## src/common/pc_stack_pkg.sv

```systemverilog
// Package: register map, field layouts, commands and reset values for the PC and stack block
package pc_stack_pkg;

    // ****************************************
    // Widths
    // ****************************************
    localparam int PC_W    = 15;
    localparam int HI_W    = 7;
    localparam int IDX_W   = 5;
    localparam int DEPTH   = 16;
    localparam int ADDR_W  = 4;

    // ****************************************
    // Register offsets
    // ****************************************
    localparam logic [ADDR_W-1:0] OFF_PC_LOW     = 4'h0;
    localparam logic [ADDR_W-1:0] OFF_PC_HOLD    = 4'h1;
    localparam logic [ADDR_W-1:0] OFF_STK_LOW    = 4'h2;
    localparam logic [ADDR_W-1:0] OFF_STK_HIGH   = 4'h3;
    localparam logic [ADDR_W-1:0] OFF_STK_INDEX  = 4'h4;
    localparam logic [ADDR_W-1:0] OFF_STK_STATUS = 4'h5;

    // ****************************************
    // Field positions and reset values
    // ****************************************
    localparam int STS_OVF_BIT = 0;
    localparam int STS_UNF_BIT = 1;
    localparam logic [IDX_W-1:0] IDX_EMPTY   = 5'h1f;
    localparam logic [IDX_W-1:0] IDX_LAST    = 5'h0f;
    localparam logic [PC_W-1:0]  PC_RESET    = 15'h0000;
    localparam logic [HI_W-1:0]  HOLD_RESET  = 7'h00;

    // ****************************************
    // Core operations
    // ****************************************
    typedef enum logic [3:0] {
        OP_NONE,
        OP_STEP,
        OP_CALL_ABS,
        OP_CALL_WORK,
        OP_BRANCH_WORK,
        OP_BRANCH_REL,
        OP_RETURN,
        OP_INTERRUPT
    } pc_op_t;

    typedef struct packed {
        pc_op_t      op;
        logic [10:0] operand;
        logic [7:0]  working;
    } core_cmd_t;

    typedef struct packed {
        logic [ADDR_W-1:0] addr;
        logic [7:0]        wdata;
        logic              wr;
        logic              rd;
    } reg_req_t;

endpackage

```

## src/rtl/pc_stack.sv

```systemverilog
// Program counter loading and 16-level return-address stack
//
// Our own choices: the register offsets and the address-and-strobe port.
module pc_stack
    import pc_stack_pkg::*;
#(
    parameter int STACK_DEPTH = DEPTH
) (
    // Clock and reset
    input  wire logic                   ref_clk,
    input  wire logic                   resetn,
    // Configuration
    input  wire logic                   stack_fault_reset_enable,
    // Core command
    input  wire pc_stack_pkg::core_cmd_t cmd,
    // Register port
    input  wire pc_stack_pkg::reg_req_t  req,
    output logic [7:0]                   rdata,
    // Status
    output logic [PC_W-1:0]              pc,
    output logic                         stack_overflow_flag,
    output logic                         stack_underflow_flag,
    output logic                         stack_fault_reset
);
    import pc_stack_pkg::*;

    // ****************************************
    // State
    // ****************************************
    logic [PC_W-1:0]  pc_ff;
    logic [PC_W-1:0]  nxt_pc;
    logic [HI_W-1:0]  hold_ff;
    logic [IDX_W-1:0] idx_ff;
    logic [IDX_W-1:0] nxt_idx;
    logic [PC_W-1:0]  stack_mem [STACK_DEPTH];
    logic             ovf_ff;
    logic             unf_ff;
    logic             fault_ff;
    logic [7:0]       rdata_ff;

    // Decoded events
    logic             is_push;
    logic             is_pop;
    logic             wr_low;
    logic             wr_hold;
    logic             wr_idx;
    logic             wr_stk_low;
    logic             wr_stk_high;
    logic             wr_sts;
    logic             push_ovf;
    logic             pop_unf;
    logic [3:0]       slot;
    logic [3:0]       push_slot;
    logic [PC_W-1:0]  top_entry;
    logic [PC_W-1:0]  pc_plus1;
    logic [PC_W-1:0]  rel_off;

    // ****************************************
    // Decode
    // ****************************************
    assign is_push     = (cmd.op == OP_CALL_ABS) || (cmd.op == OP_CALL_WORK)
                       || (cmd.op == OP_INTERRUPT);
    assign is_pop      = (cmd.op == OP_RETURN);
    assign wr_low      = req.wr && (req.addr == OFF_PC_LOW);
    assign wr_hold     = req.wr && (req.addr == OFF_PC_HOLD);
    assign wr_stk_low  = req.wr && (req.addr == OFF_STK_LOW);
    assign wr_stk_high = req.wr && (req.addr == OFF_STK_HIGH);
    assign wr_idx      = req.wr && (req.addr == OFF_STK_INDEX);
    assign wr_sts      = req.wr && (req.addr == OFF_STK_STATUS);
    assign slot        = idx_ff[3:0];
    assign push_slot   = nxt_idx[3:0];
    assign top_entry   = stack_mem[slot];
    assign pc_plus1    = pc_ff + 15'h0001;
    assign rel_off     = {{6{cmd.operand[8]}}, cmd.operand[8:0]};
    // Overflow once index leaves the top valid slot, underflow once it leaves the empty mark
    assign push_ovf    = is_push && (idx_ff == IDX_LAST);
    assign pop_unf     = is_pop && (idx_ff == IDX_EMPTY);

    // ****************************************
    // Next program counter
    // ****************************************
    always_comb begin
        nxt_pc = pc_ff;
        unique case (cmd.op)
            OP_NONE:        nxt_pc = pc_ff;
            OP_STEP:        nxt_pc = pc_plus1;
            OP_CALL_ABS:    nxt_pc = {hold_ff[6:3], cmd.operand};
            OP_CALL_WORK:   nxt_pc = {hold_ff, cmd.working};
            OP_BRANCH_WORK: nxt_pc = pc_plus1 + {7'h00, cmd.working};
            OP_BRANCH_REL:  nxt_pc = pc_plus1 + rel_off;
            OP_RETURN:      nxt_pc = top_entry;
            OP_INTERRUPT:   nxt_pc = {7'h00, cmd.working};
            default:        nxt_pc = pc_ff;
        endcase
        // Low-byte write carries the latch into the upper bits
        if (wr_low) begin
            nxt_pc = {hold_ff, req.wdata};
        end
    end

    // ****************************************
    // Next stack index
    // ****************************************
    always_comb begin
        nxt_idx = idx_ff;
        if (wr_idx) begin
            nxt_idx = req.wdata[IDX_W-1:0];
        end else if (is_push) begin
            nxt_idx = idx_ff + 5'h01;
            if (push_ovf) begin
                nxt_idx = 5'h00;
            end
        end else if (is_pop) begin
            nxt_idx = idx_ff - 5'h01;
        end
    end

    // Program counter register
    always_ff @(posedge ref_clk or negedge resetn) begin
        if (!resetn) begin
            pc_ff <= PC_RESET;
        end else begin
            pc_ff <= nxt_pc;
        end
    end

    // Holding latch, written only by software
    always_ff @(posedge ref_clk or negedge resetn) begin
        if (!resetn) begin
            hold_ff <= HOLD_RESET;
        end else if (wr_hold) begin
            hold_ff <= req.wdata[HI_W-1:0];
        end
    end

    // Stack index register
    always_ff @(posedge ref_clk or negedge resetn) begin
        if (!resetn) begin
            idx_ff <= IDX_EMPTY;
        end else begin
            idx_ff <= nxt_idx;
        end
    end

    // ****************************************
    // Stack storage, private to this block
    // ****************************************
    genvar gi;
    generate
        for (gi = 0; gi < STACK_DEPTH; gi++) begin : g_entry
            always_ff @(posedge ref_clk or negedge resetn) begin
                if (!resetn) begin
                    stack_mem[gi] <= PC_RESET;
                end else if (is_push && !wr_idx && (push_slot == 4'(gi))) begin
                    stack_mem[gi] <= pc_plus1;
                end else if (wr_stk_low && (slot == 4'(gi))) begin
                    stack_mem[gi][7:0] <= req.wdata;
                end else if (wr_stk_high && (slot == 4'(gi))) begin
                    stack_mem[gi][PC_W-1:8] <= req.wdata[HI_W-1:0];
                end
            end
        end
    endgenerate

    // ****************************************
    // Fault flags; a set beats a software clear
    // ****************************************
    always_ff @(posedge ref_clk or negedge resetn) begin
        if (!resetn) begin
            ovf_ff <= 1'b0;
            unf_ff <= 1'b0;
        end else begin
            ovf_ff <= push_ovf || (ovf_ff && !(wr_sts && req.wdata[STS_OVF_BIT]));
            unf_ff <= pop_unf || (unf_ff && !(wr_sts && req.wdata[STS_UNF_BIT]));
        end
    end

    // Reset request, a one-cycle pulse to the reset controller
    always_ff @(posedge ref_clk or negedge resetn) begin
        if (!resetn) begin
            fault_ff <= 1'b0;
        end else begin
            fault_ff <= stack_fault_reset_enable && (push_ovf || pop_unf);
        end
    end

    // ****************************************
    // Read port, data one cycle after strobe
    // ****************************************
    always_ff @(posedge ref_clk or negedge resetn) begin
        if (!resetn) begin
            rdata_ff <= 8'h00;
        end else if (req.rd) begin
            unique case (req.addr)
                OFF_PC_LOW:     rdata_ff <= pc_ff[7:0];
                OFF_PC_HOLD:    rdata_ff <= {1'b0, hold_ff};
                OFF_STK_LOW:    rdata_ff <= top_entry[7:0];
                OFF_STK_HIGH:   rdata_ff <= {1'b0, top_entry[PC_W-1:8]};
                OFF_STK_INDEX:  rdata_ff <= {3'h0, idx_ff};
                OFF_STK_STATUS: rdata_ff <= {6'h00, unf_ff, ovf_ff};
                default:        rdata_ff <= 8'h00;
            endcase
        end else begin
            rdata_ff <= 8'h00;
        end
    end

    // Outputs
    assign rdata                = rdata_ff;
    assign pc                   = pc_ff;
    assign stack_overflow_flag  = ovf_ff;
    assign stack_underflow_flag = unf_ff;
    assign stack_fault_reset    = fault_ff;

endmodule

```

## config.mk

```make
export PLATFORM = sky130hd
export DESIGN_NAME = pc_stack
export DESIGN_NICKNAME = d
export VERILOG_FILES = /design/src/common/pc_stack_pkg.sv /design/src/rtl/pc_stack.sv
export SDC_FILE = /design/constraint.sdc
export NUM_CORES = 1
export LEC_CHECK = 0
export BUFFER_PORTS_ARGS = -buffer_cell sky130_fd_sc_hd__buf_2
export CORE_UTILIZATION = 63
export CTS_CLUSTER_SIZE = 8
export DETAILED_ROUTE_END_ITERATION = 6
export GPL_TIMING_DRIVEN = 0
export PLACE_DENSITY_LB_ADDON = 0.08
export SLEW_MARGIN = 30
export SYNTH_ARGS = -nofsm -noshare
export SYNTH_HDL_FRONTEND = slang
export SYNTH_SLANG_ARGS = --single-unit
```

## constraint.sdc

```tcl
create_clock -name ref_clk -period 4.4 [get_ports ref_clk]
set_input_delay 0.22 -clock ref_clk [delete_from_list [all_inputs] [get_ports ref_clk]]
set_output_delay 0.22 -clock ref_clk [all_outputs]
set_load 0.05 [all_outputs]
```

== Word-level counts from Yosys, hierarchy flattened ==
Index checks and enable logic that the tools add are counted.

* Input port bits: 40
* Register bits after elaboration: 278
* Logic and storage cells: 305
* Memory bits (read-only): 0
* Memories: 0
* Output and inout bits: 26
* Latch bits: 0
* RAM bits: 0

* Reductions and logical operators: 123
* Magnitude comparators: 1
* Eq/ne operators: 60
* Bitwise gates (word level): 1
* Divide/modulo/power cells: 0
* Multipliers: 0
* Shift-type cells: 0
* $add $sub $neg: 5
* Mux-type cells: 75

{| class="wikitable"
|+ Operators by type and width
! kind !! count
|-
| 15-bit 2-to-1 mux || 19
|-
| 7-bit 2-to-1 mux || 32
|-
| 8-bit 2-to-1 mux || 17
|-
| 15-bit case mux with 7 select lines || 1
|-
| 4-bit equality test (second input constant) || 16
|-
| 2-bit nonzero test || 32
|-
| 1-bit logical AND || 62
|-
| 15-bit binary-select mux with 4-bit select || 1
|-
| 4-bit by 3-bit equality test with 1-bit output (second input constant) || 14
|-
| 8-bit case mux with 6 select lines || 1
|-
| 4-bit by 2-bit equality test with 1-bit output (second input constant) || 8
|-
| 2-bit inequality test (second input constant) || 16
|-
| 2-bit AND reduction || 16
|-
| 5-bit 2-to-1 mux || 4
|-
| 4-bit by 1-bit equality test with 1-bit output (second input constant) || 4
|-
| 15-bit by 1-bit adder with 15-bit output (second input constant) || 1
|-
| 15-bit adder || 1
|-
| 15-bit by 8-bit adder with 15-bit output || 1
|-
| 4-bit logical NOT || 3
|-
| 8-bit nonzero test || 1
|-
| 5-bit by 1-bit adder with 5-bit output (second input constant) || 1
|-
| 5-bit by 4-bit equality test with 1-bit output (second input constant) || 1
|-
| 5-bit equality test (second input constant) || 1
|-
| 5-bit >= comparator (second input constant) || 1
|-
| 5 further kinds || 11
|}

== Longest topological paths before layout ==
* Word-level depth: 11
* Gate-level depth with buffers: 15
* Depth with buffers taken out: 13

== Worst setup path before layout ==
Ideal clock, no wire load.

* Path kind: register -> register
* From: reg pc_ff[1] (netlist: pc[1])
* To: reg pc_ff[9] (netlist: pc[9])
* Path buffers: 1
* Arrival: 3499 ps
* Path slack: 772 ps
* Period minus slack after synthesis: 3628 ps
* Cell stages (with the launch flop): 14
* Data required time: 4272 ps
* Library setup time: 128 ps
* Path through: dfrtp_1 ha_1 xnor2_1 inv_1 clkbuf_1 ha_1 o21a_1 a2111o_1 a21o_1 a21oi_2 mux2i_1 xnor2_1 a221oi_1 o21ai_1

* Word-level cells in the longest chain between the ends: 4
* Elaborated cells on any way between the ends: 5
* Those cells by class: add/sub: 3; mux: 2

{| class="wikitable"
|+ RTL lines
! item !! RTL line !! source
|-
| start: declaration || pc_stack.sv:30 || <nowiki>logic [PC_W-1:0] pc_ff;</nowiki>
|-
| start signal: assignment || pc_stack.sv:123 || <nowiki>pc_ff <= nxt_pc;</nowiki>
|-
| 15-bit by 1-bit adder with 15-bit output * || pc_stack.sv:73 || <nowiki>assign pc_plus1 = pc_ff + 15'h0001;</nowiki>
|-
| 15-bit adder or 15-bit by 8-bit adder with 15-bit output (tied branches) || pc_stack.sv:90, pc_stack.sv:89 ||
|-
| 15-bit case mux with 7 select lines * || pc_stack.sv:84 || <nowiki>unique case (cmd.op)</nowiki>
|-
| 15-bit 2-to-1 mux * || pc_stack.sv:96 || <nowiki>if (wr_low) begin</nowiki>
|}

Mark *: on every way between the ends. The rest lies on a longest branch, timed or not.
A chain may end at the register's enable or synchronous reset.

== Worst setup path in the final report ==
* From: reg pc_ff[0] (netlist: pc[0])
* To: reg pc_ff[14] (netlist: pc[14])

The elaborated chain is that of the path after synthesis.

==> results.md <==
- Worst reg2reg endpoint: pc[14]
- Reg2Reg Depth: 13
- Initial antenna violation count: 1
- Critical path origin: pc[0]
- Setup TNS: 0 ps
- Final instance area: 18,700 µm²
- Final Skew: 20.9 ps
- Worst hold path class: input port to register
- Via/cell ratio: 7.02
- Num CTS Buffers: 40
- Pwr Total: 12.2 mW
- Die Y: between 150 and 200 µm
- # setup viols final: 0
- Failing checks: DRC
- Highest Clock Rate: 0.231 GHz
- Layout area overhead: 11.7%
- Reg2reg setup slack: about 65 ps
- WL final: 60,400 µm
- Final Hold Viols: 0
- Die X-Extent: 165 µm
- Total GRT Usage: 45.4%
- Average wire per standard cell: 28.9 µm
- Setup crit end: pc[14]
- Async SR Flop Fraction: 100%
- Yosys warns: 0
- Period minus WS final: 4340 ps
- Ant diodes: 0
- Seq/Total Area, Yosys: 41.5%
- Final ANT Viol Nets: 0
- Post-DP HPWL: about 45,000 µm
- Worst EP required: 4860 ps
- Worst slew pin tran: 1140 ps
- H-Tree Depth: 2
- First drt pass iteration count: 7
- Syn Std Cell Area: 16,800 µm²
- Final period util: 98.5%
- Max VDD drop: 0.403 mV
- Clock Root Buffer: clkbuf_16
- RSZ-0062 raised after global routing: false
- Crit start category: register
- CP Max Fanout: 11
- Synth Net Count: 1,709
- Core outline area: about 26,000 µm²
- Synthesized instance count: between 1.5k and 2k
- Setup WS post-layout: roughly 65 ps
- Drt initial violations: 1,853
- Slew margin rel.: 23.9%
- Dpl ws: -220 ps
- Number of synthesized flops with an enable pin: 0
- I/O pins: 66
- Worst skew pair latency: 530 ps
- Port bufs: 50
- CP Class: register to register
- Placer Congestion: ~0.98
- Pins Over Slew Limit: 0
- Die area: roughly 27,000 µm²
- GR Overflow Total: 0
- MaxCap Viol Count: 0
- Sink Count: 278
- Vias in the first global route: 14.3k
- Yosys reg bits: 278
- Static leakage: slightly above 9 nW
- Placement Cell Area: 17,600 µm²
- Worst r2r src: pc[0]
- Fin nets: 1,802
- Pwr dens: between 600 and 700 nW/µm²
- Main synth FF type: dfrtp_1
- Mean area per synthesized cell: 10.2 µm²
- CTS tree: built
- Status: finished, violations left
- Worst-path clk slew: 50 ps
- CP Data Arrival Time: 4790 ps
- DRC Markers: 32
- Num rows: slightly below 60
- Initial core utilization: 64.2%
- Layout cell share with drive strength beyond 1: around 17%
- Yosys cell types: 83
- First-pass GRT wire length: 88,500 µm
- Max Root-Sink Buffers: 3
- Largest net degree at the start of global routing: 87
- DR vias: about 15k
- Critical Path Sink Type: register
-- layer usage --
metal / wire [µm] / vias up / track usage (%) / share of wire, %
met5: 0 / - / 0 / 0
met4: 3190 / 0 / 22.7 / 5.3
met3: 7140 / 186 / 11.9 / 12
met2: 27300 / 1053 / 69.6 / 45
met1: 22700 / 7264 / 59.8 / 38
li1: - / 6183 / - / -
-- worst min-delay path by stage --
| stage | from | to | slack (ps) | cells past startpoint |
|---|---|---|---|---|
| floorplan | resetn | hold_ff[0] | -80 | 0 |
| global placement | stack_mem[62] | stack_mem[62] | 490 | 1 |
| detailed placement | resetn | pc[6] | 190 | 1 |
| CTS | req[12] | rdata[6] | 10 | 2 |
| global route | req[12] | rdata[6] | 60 | 2 |
| finish | req[12] | rdata[6] | 40 | 2 |
-- area by class of cell --
cell class	instances	area [µm²]
multi-input cells	1200	9170
fillers	1985	7390
flip-flops and latches	278	6960
clock buffers	53	1050
plain buffers	146	659
well taps	335	419
repair buffers	58	385
inverters	19	75.1
clock inverters	2	25.0
-- report_power, final --
| group | leakage [nW] | total, mW | switching, mW | internal (mW) |
|---|---|---|---|---|
| Sequential | 3.53 | 4.37 | 0.727 | 3.64 |
| Clock | 0.520 | 2.79 | 1.15 | 1.64 |
| Combinational | 5.07 | 5.03 | 2.93 | 2.09 |
| Total | 9.12 | 12.2 | 4.81 | 7.38 |
-- synth_stat cells, types with 4 or more instances --
cell type | n | share of area (%)
dfrtp_1 | 273 | 41
a221o_1 | 37 | 2.2
a31oi_1 | 14 | 0.52
nand2_1 | 171 | 3.8
mux4_2 | 77 | 10
nor4_1 | 5 | 0.19
a22oi_1 | 14 | 0.63
a21o_1 | 5 | 0.22
mux2i_1 | 202 | 12
a211oi_1 | 9 | 0.40
a21oi_2 | 4 | 0.21
a211o_1 | 5 | 0.26
nor3_1 | 11 | 0.33
buf_1 | 13 | 0.29
buf_4 | 8 | 0.36
a21oi_1 | 135 | 4.0
o21ai_0 | 100 | 3.0
nand3_1 | 24 | 0.72
nand2b_1 | 10 | 0.37
and3_1 | 12 | 0.45
mux2_2 | 18 | 1.2
buf_2 | 46 | 1.4
and2_1 | 6 | 0.22
nor2_1 | 172 | 3.8
o21ai_1 | 27 | 0.81
dfstp_2 | 5 | 0.78
nand4_1 | 7 | 0.26
and2_0 | 4 | 0.15
a221oi_1 | 11 | 0.57
xor2_1 | 9 | 0.47
nor2b_1 | 7 | 0.26
inv_1 | 16 | 0.36
xnor2_1 | 17 | 0.89
ha_1 | 18 | 1.3
clkbuf_1 | 82 | 1.8
-- state kept, by name (all words and copies together), names as in the netlist --
signal and flops:
rdata 8, hold_ff 7, stack_mem 240, pc 15
idx_ff 5, stack_fault_reset 1, stack_underflow_flag 1, stack_overflow_flag 1
-- worst max-delay path, stage by stage, from the launching register on --
cell and delay [ps]:
dfrtp_1 520, clkbuf_1 620, inv_1 510, ha_1 410, inv_1 100, fa_1 210, nor2b_1 80, o31ai_1 290
a21oi_1 170, a31oi_2 450, o21ai_2 180, a21oi_1 230, mux2_1 360, a21oi_1 140
-- repair_timing --
| action | CTS | global route |
|---|---|---|
| resized for setup | 3 | 8 |
| gates cloned | 0 | 0 |
| hold endpoints to repair | 56 | 0 |
| hold buffers | 2 | 0 |
| setup endpoints to repair | 4 | 5 |
| buffers inserted | 0 | 3 |
-- stage by stage --
stage / util, % / instances / hold slack, ps
global placement: 66.8 / 2035 / 491
CTS: 71.4 / 2094 / 11.3
global route: 71.7 / 2091 / 58.9
floorplan: - / 1650 / -75.6
finish: 71.7 / 2091 / 41.8
detailed placement: 67.2 / 2038 / 187
-- cell usage in the layout, fill, tap and decap left out, types with 12 or more instances in the layout --
cell / n
a21oi_1: 135
a221o_1: 37
a22oi_1: 14
a31oi_1: 14
and3_1: 12
buf_1: 13
buf_2: 95
clkbuf_1: 88
clkbuf_16: 40
dfrtp_1: 273
ha_1: 17
inv_1: 15
mux2_2: 18
mux2i_1: 202
mux4_2: 77
nand2_1: 171
nand3_1: 24
nor2_1: 172
o21ai_0: 100
o21ai_1: 27
xnor2_1: 15
-- logic make-up (layout without fill, tap and decap cells) --
kind of cell,count (synthesis),in the layout,share of synthesized area [%]
multiplexers,301,301,23.9
buffers and inverters,172,278,4.51
flip-flops,278,278,41.5
AND/OR/NAND/NOR,466,466,12.9
AO/OA/AOI/OAI,386,386,14.1
adder cells (fa/ha/maj),19,19,1.46
XOR/XNOR,28,28,1.64
Power figures use the tool's default switching activity.
